$ cat src/afil_defines.vh
// Purpose: Constants for the arithmetic fault indicator latches
// Assumes: 32-bit AXI4-Lite register access, byte addresses
// Notes: Included by the fault latch top module
`ifndef AFIL_DEFINES_VH
`define AFIL_DEFINES_VH
`define AFIL_OFS_STATUS 5'h00
`define AFIL_OFS_MASK 5'h04
`define AFIL_OFS_INHIBIT 5'h08
`define AFIL_OFS_CONTROL 5'h0c
`define AFIL_OFS_LAMPS 5'h10
`define AFIL_NUM_FAULTS 14
`define AFIL_BIT_MIN_OE 0
`define AFIL_BIT_MIN_OE_LO 1
`define AFIL_BIT_MIN_CMP 2
`define AFIL_BIT_SUB_OE 3
`define AFIL_BIT_SUB_OE_LO 4
`define AFIL_BIT_SUB_CMP 5
`define AFIL_BIT_ALPHA_U 6
`define AFIL_BIT_ALPHA_B 7
`define AFIL_BIT_SUM_CMP 8
`define AFIL_BIT_REG0 9
`define AFIL_BIT_BRANCH 13
`define AFIL_RST_MASK 14'h0000
`define AFIL_RST_INHIBIT 14'h0000
`define AFIL_RST_CONTROL 2'h0
`define AFIL_CTL_EARLY 0
`define AFIL_CTL_CLEAR 1
`define AFIL_RESP_OKAY 2'h0
`define AFIL_RESP_SLVERR 2'h2
`endif

$ cat src/afil_latch.v
// Purpose: One sticky fault latch with inhibit gate
// Assumes: Synchronous reset, clock enable freezes state
// Notes: Set wins over clear
`timescale 1ns/100ps
`default_nettype none
module afil_latch (
    input wire aclk,
    input wire aresetn,
    input wire ce,
    input wire fault,
    input wire inhibit,
    input wire clear,
    output reg latched
);
    always @(posedge aclk) begin
        if (!aresetn) begin
            latched <= 1'b0;
        end else if (ce) begin
            if (fault && !inhibit) begin
                latched <= 1'b1;
            end else if (clear) begin
                latched <= 1'b0;
            end
        end
    end
endmodule
`default_nettype wire

$ cat src/afil_top.v
// Purpose: Fault capture lamps for the duplicated serial arithmetic section
// Assumes: Datapath check inputs synchronous to aclk; start bar is a level
// Notes: Lamps also readable and maskable as interrupts over AXI4-Lite
// Behaviour
// - The minuend parity lamp lights when the unbarred minuend digit has even pulse count.
// - Outside the early variant, the minuend mismatch lamp lights on disagreement of the two minuend copies and holds.
// - The subtrahend parity lamp lights when the unbarred subtrahend digit has even count.
// - Outside the early variant, the subtrahend mismatch lamp lights on disagreement of the subtrahend copies and holds.
// - During eleven-place additions, simultaneous alphabetic inputs raise the alphabetic fault.
// - A non-sign character in the sign digit position also raises the alphabetic fault.
// - Unbarred and barred alphabetic detectors each drive their own lamp, upper and lower.
// - The sum mismatch lamp lights when the two adder sums disagree and holds.
// - Four register mismatch lamps light on disagreement of each duplicated register pair.
// - The branch mismatch flip-flop sets when the two conditional-transfer flops differ.
// - Every lamp stays latched until the start bar or the control register clear bit clears it.
// - In the early variant the parity lamps show unbarred (upper) and barred (lower) checkers.
// - An inhibit switch blocks its checker output and lights the error-delete indicator.
`timescale 1ns/100ps
`default_nettype none
`include "afil_defines.vh"
module afil_top #(
    parameter DIGIT_W = 7,
    parameter NREG = 4
) (
    input wire aclk,
    input wire aresetn,
    input wire ce,
    input wire digit_strobe,
    input wire [DIGIT_W-1:0] min_u,
    input wire [DIGIT_W-1:0] min_b,
    input wire [DIGIT_W-1:0] sub_u,
    input wire [DIGIT_W-1:0] sub_b,
    input wire [DIGIT_W-1:0] sum_u,
    input wire [DIGIT_W-1:0] sum_b,
    input wire add11_active,
    input wire sign_time,
    input wire min_alpha_u,
    input wire sub_alpha_u,
    input wire min_alpha_b,
    input wire sub_alpha_b,
    input wire sign_valid_u,
    input wire sign_valid_b,
    input wire [NREG-1:0] reg_bit_u,
    input wire [NREG-1:0] reg_bit_b,
    input wire cond_transfer_u,
    input wire cond_transfer_b,
    input wire start_bar,
    input wire [31:0] s_axi_awaddr,
    input wire s_axi_awvalid,
    output reg s_axi_awready,
    input wire [31:0] s_axi_wdata,
    input wire [3:0] s_axi_wstrb,
    input wire s_axi_wvalid,
    output reg s_axi_wready,
    output reg [1:0] s_axi_bresp,
    output reg s_axi_bvalid,
    input wire s_axi_bready,
    input wire [31:0] s_axi_araddr,
    input wire s_axi_arvalid,
    output reg s_axi_arready,
    output reg [31:0] s_axi_rdata,
    output reg [1:0] s_axi_rresp,
    output reg s_axi_rvalid,
    input wire s_axi_rready,
    output reg [13:0] lamp,
    output reg error_delete_lamp,
    output reg irq
);
    localparam NF = `AFIL_NUM_FAULTS;
    ////////////////////////////////////////////////////////////////////////////////
    // Fault detection
    reg [NF-1:0] mask;
    reg [NF-1:0] inhibit;
    reg early_variant;
    reg sw_clear;
    wire [NF-1:0] fault;
    wire [NF-1:0] latched;
    wire min_even_u = digit_strobe && !(^min_u);
    wire min_even_b = digit_strobe && !(^min_b);
    wire sub_even_u = digit_strobe && !(^sub_u);
    wire sub_even_b = digit_strobe && !(^sub_b);
    wire alpha_u = add11_active && ((min_alpha_u && sub_alpha_u) ||
        (sign_time && !sign_valid_u));
    wire alpha_b = add11_active && ((min_alpha_b && sub_alpha_b) ||
        (sign_time && !sign_valid_b));
    assign fault[`AFIL_BIT_MIN_OE] = min_even_u;
    assign fault[`AFIL_BIT_MIN_OE_LO] = early_variant && min_even_b;
    assign fault[`AFIL_BIT_MIN_CMP] = !early_variant && digit_strobe && (min_u != min_b);
    assign fault[`AFIL_BIT_SUB_OE] = sub_even_u;
    assign fault[`AFIL_BIT_SUB_OE_LO] = early_variant && sub_even_b;
    assign fault[`AFIL_BIT_SUB_CMP] = !early_variant && digit_strobe && (sub_u != sub_b);
    assign fault[`AFIL_BIT_ALPHA_U] = alpha_u;
    assign fault[`AFIL_BIT_ALPHA_B] = alpha_b;
    assign fault[`AFIL_BIT_SUM_CMP] = digit_strobe && (sum_u != sum_b);
    assign fault[`AFIL_BIT_BRANCH] = cond_transfer_u ^ cond_transfer_b;
    wire clear_all = start_bar || sw_clear;
    genvar gi;
    generate
        for (gi = 0; gi < NREG; gi = gi + 1) begin : g_reg
            assign fault[`AFIL_BIT_REG0 + gi] = reg_bit_u[gi] ^ reg_bit_b[gi];
        end
        for (gi = 0; gi < NF; gi = gi + 1) begin : g_latch
            afil_latch u_latch (
                .aclk(aclk),
                .aresetn(aresetn),
                .ce(ce),
                .fault(fault[gi]),
                .inhibit(inhibit[gi]),
                .clear(clear_all),
                .latched(latched[gi])
            );
        end
    endgenerate
    ////////////////////////////////////////////////////////////////////////////////
    // Lamp and interrupt outputs
    always @(posedge aclk) begin
        if (!aresetn) begin
            lamp <= 14'h0000;
            error_delete_lamp <= 1'b0;
            irq <= 1'b0;
        end else if (ce) begin
            lamp <= latched;
            error_delete_lamp <= |inhibit;
            irq <= |(latched & mask);
        end
    end
    ////////////////////////////////////////////////////////////////////////////////
    // AXI4-Lite slave
    reg [4:0] wr_addr;
    reg [31:0] wr_data;
    reg [3:0] wr_strb;
    reg aw_held;
    reg w_held;
    wire aw_take = s_axi_awvalid && s_axi_awready;
    wire w_take = s_axi_wvalid && s_axi_wready;
    wire have_aw = aw_held || aw_take;
    wire have_w = w_held || w_take;
    wire [4:0] eff_addr = aw_take ? s_axi_awaddr[4:0] : wr_addr;
    wire [31:0] eff_data = w_take ? s_axi_wdata : wr_data;
    // Strobes travel with the data beat, which may be taken before the address
    wire [3:0] eff_strb = w_take ? s_axi_wstrb : wr_strb;
    wire wr_hit = (s_axi_awaddr[31:5] == 27'h0000000) || aw_held;
    wire do_write = have_aw && have_w && !s_axi_bvalid;
    always @(posedge aclk) begin
        if (!aresetn) begin
            s_axi_awready <= 1'b1;
            s_axi_wready <= 1'b1;
            s_axi_bvalid <= 1'b0;
            s_axi_bresp <= `AFIL_RESP_OKAY;
            aw_held <= 1'b0;
            w_held <= 1'b0;
            wr_addr <= 5'h00;
            wr_data <= 32'h00000000;
            wr_strb <= 4'h0;
            mask <= `AFIL_RST_MASK;
            inhibit <= `AFIL_RST_INHIBIT;
            early_variant <= 1'b0;
            sw_clear <= 1'b0;
        end else if (ce) begin
            sw_clear <= 1'b0;
            if (s_axi_bvalid && s_axi_bready) begin
                s_axi_bvalid <= 1'b0;
                s_axi_awready <= 1'b1;
                s_axi_wready <= 1'b1;
            end
            if (aw_take) begin
                aw_held <= 1'b1;
                wr_addr <= (s_axi_awaddr[31:5] == 27'h0000000) ? s_axi_awaddr[4:0] : 5'h1f;
                s_axi_awready <= 1'b0;
            end
            if (w_take) begin
                w_held <= 1'b1;
                wr_data <= s_axi_wdata;
                wr_strb <= s_axi_wstrb;
                s_axi_wready <= 1'b0;
            end
            if (do_write) begin
                aw_held <= 1'b0;
                w_held <= 1'b0;
                s_axi_awready <= 1'b0;
                s_axi_wready <= 1'b0;
                s_axi_bvalid <= 1'b1;
                s_axi_bresp <= `AFIL_RESP_OKAY;
                if (!wr_hit) begin
                    s_axi_bresp <= `AFIL_RESP_SLVERR;
                end else begin
                    case (eff_addr)
                        `AFIL_OFS_STATUS: begin
                            // Read only: latched faults leave only by a clear
                        end
                        `AFIL_OFS_MASK: begin
                            if (eff_strb[0]) mask[7:0] <= eff_data[7:0];
                            if (eff_strb[1]) mask[13:8] <= eff_data[13:8];
                        end
                        `AFIL_OFS_INHIBIT: begin
                            if (eff_strb[0]) inhibit[7:0] <= eff_data[7:0];
                            if (eff_strb[1]) inhibit[13:8] <= eff_data[13:8];
                        end
                        `AFIL_OFS_CONTROL: begin
                            if (eff_strb[0]) begin
                                early_variant <= eff_data[`AFIL_CTL_EARLY];
                                sw_clear <= eff_data[`AFIL_CTL_CLEAR];
                            end
                        end
                        `AFIL_OFS_LAMPS: begin
                        end
                        default: begin
                            s_axi_bresp <= `AFIL_RESP_SLVERR;
                        end
                    endcase
                end
            end
        end
    end
    always @(posedge aclk) begin
        if (!aresetn) begin
            s_axi_arready <= 1'b1;
            s_axi_rvalid <= 1'b0;
            s_axi_rdata <= 32'h00000000;
            s_axi_rresp <= `AFIL_RESP_OKAY;
        end else if (ce) begin
            if (s_axi_rvalid && s_axi_rready) begin
                s_axi_rvalid <= 1'b0;
                s_axi_arready <= 1'b1;
            end
            if (s_axi_arvalid && s_axi_arready) begin
                s_axi_arready <= 1'b0;
                s_axi_rvalid <= 1'b1;
                s_axi_rresp <= `AFIL_RESP_OKAY;
                s_axi_rdata <= 32'h00000000;
                if (s_axi_araddr[31:5] != 27'h0000000) begin
                    s_axi_rresp <= `AFIL_RESP_SLVERR;
                end else begin
                    case (s_axi_araddr[4:0])
                        `AFIL_OFS_STATUS: s_axi_rdata <= {18'h00000, latched};
                        `AFIL_OFS_MASK: s_axi_rdata <= {18'h00000, mask};
                        `AFIL_OFS_INHIBIT: s_axi_rdata <= {18'h00000, inhibit};
                        `AFIL_OFS_CONTROL: s_axi_rdata <= {31'h00000000, early_variant};
                        `AFIL_OFS_LAMPS: s_axi_rdata <= {17'h00000, error_delete_lamp, lamp};
                        default: s_axi_rresp <= `AFIL_RESP_SLVERR;
                    endcase
                end
            end
        end
    end
endmodule
`default_nettype wire

$ cat config.mk
export PLATFORM = sky130hd
export DESIGN_NAME = afil_top
export DESIGN_NICKNAME = d
export VERILOG_FILES = /design/src/afil_latch.v /design/src/afil_top.v
export VERILOG_INCLUDE_DIRS = /design/src /design/src/src
export SDC_FILE = /design/constraint.sdc
export NUM_CORES = 1
export LEC_CHECK = 0
export BUFFER_PORTS_ARGS = -buffer_cell sky130_fd_sc_hd__buf_2
export CORE_MARGIN = 2
export CORE_UTILIZATION = 49
export DETAILED_ROUTE_END_ITERATION = 10
export HOLD_SLACK_MARGIN = 0.15
export PLACE_DENSITY = 0.87
export SETUP_SLACK_MARGIN = 0.02
export SYNTH_ARGS = -nofsm -noshare
export SYNTH_HDL_FRONTEND = slang
export SYNTH_HIERARCHICAL = 1
export SYNTH_SLANG_ARGS = --single-unit
$ cat constraint.sdc
create_clock -name aclk -period 2 [get_ports aclk]
set_input_delay 0.1 -clock aclk [delete_from_list [all_inputs] [get_ports aclk]]
set_output_delay 0.1 -clock aclk [all_outputs]
set_load 0.02 [all_outputs]
# Word level (Yosys, flattened, before mapping)
# Index checks and enable logic that the tools add are counted.
[totals] ff_bits=124 in_bits=170 out_inout_bits=57 word_cells=222
[op_classes] eq_ne=11 muxes=44 bitwise=6 reduce_logical=125
[ops] cell="case mux 15 bit (5 select lines)" count=1
[ops] cell="AND reduction 2 bit" count=23
[ops] cell="logical AND 1 bit" count=37
[ops] cell="nonzero test 2 bit" count=18
[ops] cell="2-to-1 mux 1 bit" count=34
[ops] cell="OR reduction 14 bit" count=2
[ops] cell="XOR reduction 7 bit" count=4
[ops] cell="zero test 27 bit" count=1
[ops] cell="nonzero test 27 bit" count=1
[ops] cell="AND reduction 5 bit" count=5
[ops] cell="zero test 1 bit" count=22
[ops] cell="inequality test 7 bit" count=3
[ops] cell="equality test 5 x 4 -> 1 bit (second input constant)" count=4
[ops] cell="2-to-1 mux 15 bit" count=1
[ops] cell="AND 14 bit" count=1
[ops] cell="2-to-1 mux 14 bit" count=1
[ops] cell="equality test 5 x 3 -> 1 bit (second input constant)" count=2
[ops] cell="equality test 5 bit (second input constant)" count=2
[ops] cell="zero test 5 bit" count=2
[ops] cell="2-to-1 mux 2 bit" count=5
[ops] cell="2-to-1 mux 5 bit" count=2
[ops] cell="OR reduction 5 bit" count=2
[ops] cell="logical OR 1 bit" count=6
[ops] cell="nonzero test 3 bit" count=2
[ops] cell="XOR 1 bit" count=5

# Depth between registers and ports, before layout
# Gate-level depths: netlist of the first run.
[depth] word_depth=7 mapped_depth=8 mapped_depth_nobuf=6

# By module
# Netlist of the first run, hierarchy kept.
[modules_own_cells] mod="afil_top" n_inst=1 cells_per_inst=558 area_per_inst_um2=5041.1 seq_area_each_um2=1821.7
[modules_own_cells] mod="afil_latch" n_inst=14 cells_per_inst=4 area_per_inst_um2=42.5 seq_area_each_um2=20.0

# Least setup slack after synthesis of the first run
# OpenSTA, ideal clock, no wires.
[synth_timing] path_type="reg2reg" start="register s_axi_awready" end="register mask[5]" arrival_time_ps=1912 required_time_ps=1939 slack_ps=28 stages_incl_launch_ff=6 n_path_buf=0 period_less_slack_ps=1972 path_cell_list="dfxtp_1 nand2_2 or4b_4 o41ai_4 nor4b_4 o221a_1"
[synth_between] elab_chain_cells=5 elab_cells_between_ends=7 classes_between="eq/ne: 1; mux: 1; reduce/logical: 5"
[synth_rtl] element="start: declaration" line="afil_top.v:50" text="output reg s_axi_awready,"
[synth_rtl] element="start signal: assignment" line="afil_top.v:146" text="s_axi_awready <= 1'b1;"
[synth_rtl] element="start signal: assignment" line="afil_top.v:163" text="s_axi_awready <= 1'b1;"
[synth_rtl] element="start signal: assignment" line="afil_top.v:169" text="s_axi_awready <= 1'b0;"
[synth_rtl] element="logical AND 1 bit *" line="afil_top.v:134" text="wire aw_take = s_axi_awvalid && s_axi_awready;"
[synth_rtl] element="branches (longest 3 deep; another with 2-to-1 mux 5 bit)"
[synth_rtl] element="AND reduction 5 bit (no source line) *"
[synth_rtl] element="end signal: assignment" line="afil_top.v:155" text="mask <= `AFIL_RST_MASK;"
[synth_rtl] element="end signal: assignment" line="afil_top.v:192" text="if (eff_strb[0]) mask[7:0] <= eff_data[7:0];"
[synth_rtl] element="end: declaration" line="afil_top.v:72" text="reg [NF-1:0] mask;"
# Every way passes the cells marked *.
# A chain may end at the register's enable or synchronous reset.

# Worst setup path in the final report of the first run
[layout_timing] start="register s_axi_awready" end="register inhibit[13]"
[layout_between] elab_chain_cells=5 elab_cells_between_ends=7 classes_between="eq/ne: 1; mux: 1; reduce/logical: 5"
[layout_rtl] element="logical AND 1 bit *" line="afil_top.v:134"
[layout_rtl] element="branches (longest 3 deep; another with 2-to-1 mux 5 bit)"
[layout_rtl] element="AND reduction 5 bit (no source line) *"
[layout_rtl] element="end signal: assignment" line="afil_top.v:156" text="inhibit <= `AFIL_RST_INHIBIT;"
[layout_rtl] element="end signal: assignment" line="afil_top.v:197" text="if (eff_strb[1]) inhibit[13:8] <= eff_data[13:8];"
[layout_rtl] element="end: declaration" line="afil_top.v:73" text="reg [NF-1:0] inhibit;"
# Marked as above.

==> results of run 1 <==
==> sequential cells by signal (all words and copies together), names as in the netlist, 2 cells and up <==
| name | count |
|---|---|
| s_axi_rdata | 15 |
| inhibit | 14 |
| g_latch.u_latch/latched | 14 |
| mask | 14 |
| wr_addr | 5 |
| wr_strb | 2 |
| lamp | 14 |
| wr_data | 14 |
==> power groups by stage <==
stage                     Clock (W)  Combinational, W  Sequential [W]
after floorplan                   0          0.000510         0.00229
after global placement            0          0.000817         0.00227
after detailed placement          0          0.000832         0.00227
after CTS                   0.00194          0.000881         0.00222
after global routing        0.00204          0.000969         0.00223
final                       0.00193          0.000888         0.00222
==> worst paths after layout <==
kind	startpoint	endpoint	slack, ps	cells past startpoint
worst max-delay path	s_axi_awready$_SDFFE_PN1P_	inhibit[13]$_SDFFE_PN0P_	140	6
worst min-delay path	ce	s_axi_rvalid$_SDFFE_PN0P_	170	4
worst max register to register	s_axi_awready$_SDFFE_PN1P_	inhibit[13]$_SDFFE_PN0P_	140	6
worst min register to register	wr_data[10]$_SDFFE_PN0P_	wr_data[10]$_SDFFE_PN0P_	460	2
==> layer usage <==
layer / up-vias / track usage, % / wire (um)
met2: 224 / 40.2 / 7240
met4: 0 / 8.64 / 332
met5: - / 0 / 0
met3: 31 / 4.32 / 1040
met1: 2483 / 29.6 / 6430
li1: 2651 / - / -
==> Yosys cell counts, types with 16 or more instances <==
cell type,instances,area (um^2)
nand2_1,112,420
dfxtp_1,105,2100
xnor2_1,28,245
o221a_2,24,270
clkbuf_1,23,86.3
xor2_1,22,193
mux2i_1,21,210
nand3_1,20,100
o21ai_0,20,100
a21boi_0,19,143
and2_1,19,119
buf_4,19,143
nor2b_1,16,100
nor4_1,16,100
==> logic make-up after synthesis <==
family,synth area share [%]
xor gates and xnor gates,7.77
and+or+nand+nor,23.7
DFF,37.3
muxes,6.53
other,0.0665
buffers and inverters,5.24
AOI/OAI and AO/OA,19.4
==> critical path: cells and delay by family (launching register included) <==
kind,cells,cell delay (ps)
buffers and inverters,1,160
DFF,1,390
and+or+nand+nor,2,500
AOI/OAI and AO/OA,3,700
==> cell type report <==
class                   count  area share, %
inverters                   2          0.104
flip-flops and latches    105           29.0
repair buffers            229           18.2
clock buffers              10           3.30
well taps                 143           2.47
multi-input cells         474           45.6
clock inverters             6           1.26
==> per-stage QoR <==
| stage | total power, W | worst slack (ps) | setup TNS, ps | cells | utilization (%) |
|---|---|---|---|---|---|
| global route | 0.00524 | 33.2 | 0 | 969 | 64.0 |
| global placement | 0.00309 | 14.2 | 0 | 926 | 58.8 |
| floorplan | 0.00279 | 27.7 | 0 | 632 | - |
| detailed placement | 0.00310 | -66.8 | -622 | 926 | 58.8 |
| CTS | 0.00504 | 23.2 | 0 | 967 | 63.9 |
| finish | 0.00504 | 143 | 0 | 969 | 64.0 |
==> what timing repair did <==
item | 4_1_cts | 5_1_grt
gates resized for setup | 0 | 1
setup endpoints to repair | 16 | 28
endpoints found under the hold margin | 24 | 0
hold buffers | 23 | 0
buffers inserted | 2 | 2
pin swaps | 1 | 2
==> placed cells by master (no fill, tap or decap), types with 20 or more instances in the layout <==
master / netlist / layout
dlygate4sd3_1: 0 / 23
nand3_1: 20 / 20
buf_2: 4 / 187
xor2_1: 22 / 22
dfxtp_1: 105 / 104
nand2_1: 112 / 112
o21ai_0: 20 / 20
xnor2_1: 28 / 28
mux2i_1: 21 / 21
o221a_2: 24 / 24
==> results.toml, run 1 <==
[status]
status = "finished clean"

[power_and_ir_drop]
powerDensity_nw_per_um2 = 696
seqPwrFrac_pct = 44.1
p_sw_w = 0.00133
intPower_w = 0.00371
clkPwrFrac_pct = 38.3
ir_worst_vdd_mv = 0.569
p_leak_nw = 3.14
pwr-share-comb_pct = 17.6
swShare_pct = 26.4

[place]
gp_congestion = 0.865
hpwl_mm = 11.2
placed_cell_area_um2 = 6660
port_buffers = 187

[drt]
drc = 0
ant_nets = 0
avgRoutedWirePerCell_um = 15.5
first_pass_iters = 5
routed_via_density = 5.56
drt_iter0_markers = 331
vias = 5389
wl_mm = 15.1

[sta]
rsz0062_at_grt = "false"
fmax_mhz = 539
finalHoldViolCount = 0
period_minus_slack_ps = 1860
final.setup_skew_ps = 8.47
maxSlewHeadroom_pct = 57.6
setup_viol = 0
fin_crit_sh_pct = 92.8
tightestPinTransition_ps = 634
slew_viol_final = 0
whs_ps = 170

[floorplan]
dieArea_um2 = 12400
core_um2 = 11300
dieHeight_um = 111
initial_core_util_pct = 49.8
ios = 227
dieWidth_um = 111
rows = 39

[logic_synthesis]
ys_warn_count = 6
syn_avg_cell_area_um2 = 9.18
synth_edf_count = 0
synth_seq_area_share_pct = 37.3
synth_cells = 614
synth-seq-cells = 105
dominantRegCellSynth = "dfxtp_1"
netlist_area_um2 = 5640
synth_async_sr_flop_share_pct = 0
yosysUniqueCellTypes = 62

[critical_path]
critPathSlowestCell = "dfxtp_2"
cp.arrival_ps = 2090
crit_required_ps = 2230
path_cells = "a21oi_1, nor3b_2, a21boi_0, buf_4, nand3_1, o221a_2"
worstPathMaxFanout = 8
crit_type = "reg2reg"
end_kind = "flop"
cp-start-kind = "flop"
cpPeakStageDelay_ps = 390

[grt]
grt_pass1_wl_mm = 24.1
antenna_found_initial = 0
grt.overflow.total = 0
grt_pass1_vias = 5091
grtUsageTotal_pct = 23.5
grt_max_degree = 77

[final_layout]
syn_to_final_growth_pct = 28.6
final_area_um2 = 7250
drive_above_1_share_pct = 33.7
nNetsFinal = 991
multi_input_area_um2 = 3310
num-fill-cells = 967
diodes = 0
seq_area_um2 = 2100

[clocking]
cts.clk_slew.worst_paths_ps = 70
htree_levels = 3
clk_path_buf_depth = 2
cts_tree = "done"
cts-root-buf = "clkbuf_16"
insertion_delay_ps = 340
cts_buffers = 9
numClockSinks = 105

[min_path]
hp-class = "in2reg"

[job]
drv_cap = 0
No activity file was read; power rests on OpenSTA's default activity.
==> run 2, diff against run 1 <==
--- a/config.mk
+++ b/config.mk
@@ -7,6 +7,7 @@
 export NUM_CORES = 1
 export LEC_CHECK = 0
 export BUFFER_PORTS_ARGS = -buffer_cell sky130_fd_sc_hd__buf_2
+export CORE_ASPECT_RATIO = 1.1
 export CORE_MARGIN = 2
 export CORE_UTILIZATION = 49
 export DETAILED_ROUTE_END_ITERATION = 10
==> run 2 against run 1 <==
Against the previous run: maximum frequency rose by 0.83%; non-clock buffer count decreased by 3; final cell count is 0.41% higher; first-iteration DRC count increased by 14%; design area shrank 0.48%; count of clock-buffer cells in the layout increased by 4; largest power group unchanged; largest cell class unchanged; core utilization is 0.40 points lower; clock power is 5% lower; wire length up 2.7%.
==> results.toml, run 2 (synthesized netlist as in run 1, its figures left out) <==
[status]
status = "finished clean"

[sta]
setup_viol = 0
fin_crit_sh_pct = 92.1
rsz0062_at_grt = "false"
finalSetupTns_ps = 0
finalHoldViolCount = 0
slew_viol_final = 0
maxSlewHeadroom_pct = 53.2
final.setup_skew_ps = 6.05
tightestPinTransition_ps = 700
period_minus_slack_ps = 1840
fmax_mhz = 543

[floorplan]
dieWidth_um = 106
ios = 227
dieHeight_um = 116
rows = 41
initial_core_util_pct = 49.7
core_um2 = 11300
dieArea_um2 = 12400

[place]
port_buffers = 187
gp_congestion = 0.814
placed_cell_area_um2 = 6670
hpwl_mm = 11.2

[critical_path]
cp-start-kind = "flop"
worstReg2RegStart = "s_axi_awready$_SDFFE_PN1P_"
end_kind = "flop"
critPathLaunch = "s_axi_awready$_SDFFE_PN1P_"
crit_type = "reg2reg"
cp.arrival_ps = 2080
reg2reg_slack_ps = 160
crit_required_ps = 2240
worstPathMaxFanout = 8

[power_and_ir_drop]
power_w = 0.00494
p_leak_nw = 3.13
ir_worst_vdd_mv = 0.386
powerDensity_nw_per_um2 = 685

[grt]
grt_pass1_wl_mm = 24.5
grt_max_degree = 121
grtUsageTotal_pct = 24.3
grt_pass1_vias = 5184
antenna_found_initial = 0
grt.overflow.total = 0

[drt]
drt_iter0_markers = 378
ant_nets = 0
avgRoutedWirePerCell_um = 15.9
wl_mm = 15.5
routed_via_density = 5.58
vias = 5430
drc = 0
first_pass_iters = 6

[min_path]
hp-class = "in2reg"
min-delay-start = "ce"

[final_layout]
nNetsFinal = 988
diodes = 0
syn_to_final_growth_pct = 28.0
drive_above_1_share_pct = 33.2
largest_register = "s_axi_rdata"
num-fill-cells = 945
final_area_um2 = 7210
final_common_cell = "buf_2"
layout_common_cells = "187 x buf_2, 112 x nand2_1, 104 x dfxtp_1"
largest_register_ffs = 15

[clocking]
cts_buffers = 9
clk_path_buf_depth = 2
numClockSinks = 105
cts_tree = "done"
htree_levels = 3
cts.clk_slew.worst_paths_ps = 70
cts-root-buf = "clkbuf_16"
insertion_delay_ps = 340

[job]
drv_cap = 0
run 2: cell types whose count changed in the layout (fill, tap and decap cells not counted):
cell / change
clkbuf_8: +2
buf_4: -3
clkinv_2: +1
clkbuf_1: +2
clkinvlp_4: -3
clkinv_4: -1
bufinv_16: -1
run 2: per-layer routing:
layer / part of all wire (%) / track usage (%)
met1: 42 / 30.2
met2: 49 / 43.4
met3: 7.0 / 3.13
met4: 2.1 / 8.51
met5: 0 / 0
run 2: repair_timing:
item | CTS | global route
hold endpoints to repair | 26 | 0
hold buffers | 23 | 0
endpoints found under the setup margin | 0 | 13
gates resized for setup | 0 | 1
setup buffers | 0 | 0
run 2: power by group:
part	leakage [nW]	internal [W]	total, W	switching [W]
sequential	0.853	0.00216	0.00223	0.0000629
combinational	2.12	0.000409	0.000890	0.000481
clock	0.153	0.00107	0.00183	0.000756
run 2: path summary, 6_finish.rpt:
check,to,cells after the start
max reg2reg,inhibit[5]$_SDFFE_PN0P_,5
min,s_axi_awready$_SDFFE_PN1P_,3
max,inhibit[5]$_SDFFE_PN0P_,5
min reg2reg,wr_data[12]$_SDFFE_PN0P_,2
run 2: area by class of cell:
cell class | instances | area, um^2 | share of cell area [%]
clock inverter | 2 | 35.0 | 0.486
inverter | 2 | 7.51 | 0.104
clock buffer | 14 | 274 | 3.80
sequential | 105 | 2100 | 29.2
tap | 150 | 188 | 2.60
timing repair buffer | 226 | 1300 | 18.0
multi-input combinational | 474 | 3310 | 45.8
run 2: critical path, cell delays in order (launching register included):
cell and delay (ps):
dfxtp_2 400, and2_2 230, mux2i_1 230, and2_1 250, nand4_1 270, o221a_2 350
run 2: metrics by stage:
step	instances	setup slack (ps)	utilization (%)	hold WS, ps
after floorplan	632	27.7	-	242
after global placement	934	167	58.9	363
after detailed placement	934	123	58.9	368
after CTS	973	89.4	63.6	207
after global routing	973	22.1	63.6	231
final	973	158	63.6	217
==> run 3, diff against run 2 <==
--- a/config.mk
+++ b/config.mk
@@ -7,7 +7,7 @@
 export NUM_CORES = 1
 export LEC_CHECK = 0
 export BUFFER_PORTS_ARGS = -buffer_cell sky130_fd_sc_hd__buf_2
-export CORE_ASPECT_RATIO = 1.1
+export CORE_ASPECT_RATIO = 0.6
 export CORE_MARGIN = 2
 export CORE_UTILIZATION = 49
 export DETAILED_ROUTE_END_ITERATION = 10
==> run 3 against run 2 <==
Against the previous run: register-to-register slack worse by 60 ps; global-route usage is 1.4 points higher; via count is 1.9% higher; die area is 0.22% higher; sequential power hardly changed; count of clock-buffer cells in the layout is 4 lower; non-clock buffer count is 6 higher; wire length is 4.4% higher.
==> results.toml, run 3 (synthesized netlist as in run 1, its figures left out) <==
[status]
status = "finished clean"

[grt]
grt_pass1_vias = 5039
grt_pass1_wl_mm = 25.0
grt.overflow.total = 0
antenna_found_initial = 0
grtUsageTotal_pct = 25.6
grt_max_degree = 44

[floorplan]
rows = 30
ios = 227
dieHeight_um = 87.1
initial_core_util_pct = 50.1
core_um2 = 11300
dieArea_um2 = 12400
dieWidth_um = 142

[critical_path]
cp.arrival_ps = 2130
reg2reg_to = "early_variant$_SDFFE_PN0P_"
worstPathMaxFanout = 12
crit_required_ps = 2230
reg2reg_slack_ps = 100
end_kind = "flop"
critPathMostFrequentCell = "buf_4"
cpLargestDelayFamily = "simple AND/OR/NAND/NOR gates"
cp-start-kind = "flop"
cpPeakStageDelay_ps = 470
critPathSlowestCell = "or4_1"
path_cells = "buf_4, a211o_2, o31ai_4, buf_4, nand2_1, or4_1, mux2i_1"
worstReg2RegStart = "s_axi_awready$_SDFFE_PN1P_"
critPathBufInv = 2
crit_type = "reg2reg"
ff2ff_path_depth = 7
cp.depth = 7

[drt]
routed_via_density = 5.69
drc = 0
first_pass_iters = 7
vias = 5535
wl_mm = 16.1
drt_iter0_markers = 529
ant_nets = 0
avgRoutedWirePerCell_um = 16.6

[final_layout]
layout_common_cells = "187 x buf_2, 112 x nand2_1, 105 x dfxtp_1"
num-fill-cells = 918
post-route-util_pct = 64.4
diodes = 0
largest_register_ffs = 15
drive_above_1_share_pct = 33.8
syn_to_final_growth_pct = 28.7
largest_register = "s_axi_rdata"
multi_input_area_um2 = 3310
nNetsFinal = 994
stdcell_count = 972
seq_area_um2 = 2100
final_common_cell = "buf_2"

[place]
port_buffers = 187
hpwl_mm = 12.0
gp_congestion = 0.837
place_inst = 929

[sta]
period_minus_slack_ps = 1900
rsz0062_at_grt = "false"
fmax_mhz = 525
maxSlewHeadroom_pct = 50.7
fin_crit_sh_pct = 95.2
slew_viol_final = 0
final.setup_skew_ps = 8.69
tightestPinTransition_ps = 739
setup_viol = 0
finalHoldViolCount = 0
finalSetupTns_ps = 0

[clocking]
insertion_delay_ps = 350
cts.clk_slew.worst_paths_ps = 70
cts_tree = "done"
htree_levels = 3
cts_buffers = 9
numClockSinks = 105
clk_path_buf_depth = 2
cts-root-buf = "clkbuf_16"

[min_path]
hp-class = "in2reg"
min_to = "s_axi_arready$_SDFFE_PN1P_"
hold_depth = 3
min-delay-start = "s_axi_arvalid"

[job]
drv_cap = 0

[power_and_ir_drop]
powerDensity_nw_per_um2 = 676
ir_worst_vdd_mv = 0.430
power_w = 0.00491
p_leak_nw = 3.15
[run 3: worst max-delay path by stage]
stage / end / startpoint
2_1_floorplan: mask[5]$_SDFFE_PN0P_ / s_axi_awready$_SDFFE_PN1P_
3_3_place_gp: inhibit[7]$_SDFFE_PN0P_ / s_axi_awready$_SDFFE_PN1P_
3_5_place_dp: mask[0]$_SDFFE_PN0P_ / s_axi_awready$_SDFFE_PN1P_
4_1_cts: mask[0]$_SDFFE_PN0P_ / s_axi_awready$_SDFFE_PN1P_
5_1_grt: mask[13]$_SDFFE_PN0P_ / s_axi_awready$_SDFFE_PN1P_
6_report: early_variant$_SDFFE_PN0P_ / s_axi_awready$_SDFFE_PN1P_
[run 3: repair_timing]
item	in CTS	in global routing
endpoints found under the setup margin	16	11
resized for setup	0	1
hold buffers	23	0
endpoints found under the hold margin	25	0
buffers inserted	2	3
pin swaps	1	3
[run 3: tightest hold or removal path, cell delays in order]
cell and delay, ps:
buf_2 90, and3_1 230, o21ai_0 110
[run 3: per-layer routing]
metal	vias up	global-route usage (%)	wire, um
met3	19	5.77	1570
li1	2655	-	-
met2	290	40.3	7030
met1	2571	36.4	7340
met4	0	5.40	194
met5	-	0	0
[run 3: final cells by class]
class	count	share of cell area (%)
flip-flops and latches	105	29.0
repair buffers	232	18.7
inverters	2	0.104
multi-input cells	474	45.7
well taps	144	2.48
clock buffers	10	3.29
clock inverters	5	0.776
[run 3: per-stage QoR]
| step | hold slack (ps) | worst slack (ps) | instance area (um^2) |
|---|---|---|---|
| finish | 233 | 96.2 | 7250 |
| global route | 267 | 7.60 | 7250 |
| CTS | 225 | 96.6 | 7230 |
| detailed placement | 371 | -82.7 | 6690 |
| global placement | 366 | 15.5 | 6690 |
| floorplan | 242 | 27.7 | 5700 |
[run 3: power breakdown]
group | leakage (nW) | total [W] | switching (W) | internal (W)
clock network | 0.144 | 0.00177 | 0.000771 | 0.000996
logic | 2.15 | 0.000912 | 0.000493 | 0.000418
registers | 0.853 | 0.00223 | 0.0000656 | 0.00216
total | 3.15 | 0.00491 | 0.00133 | 0.00358
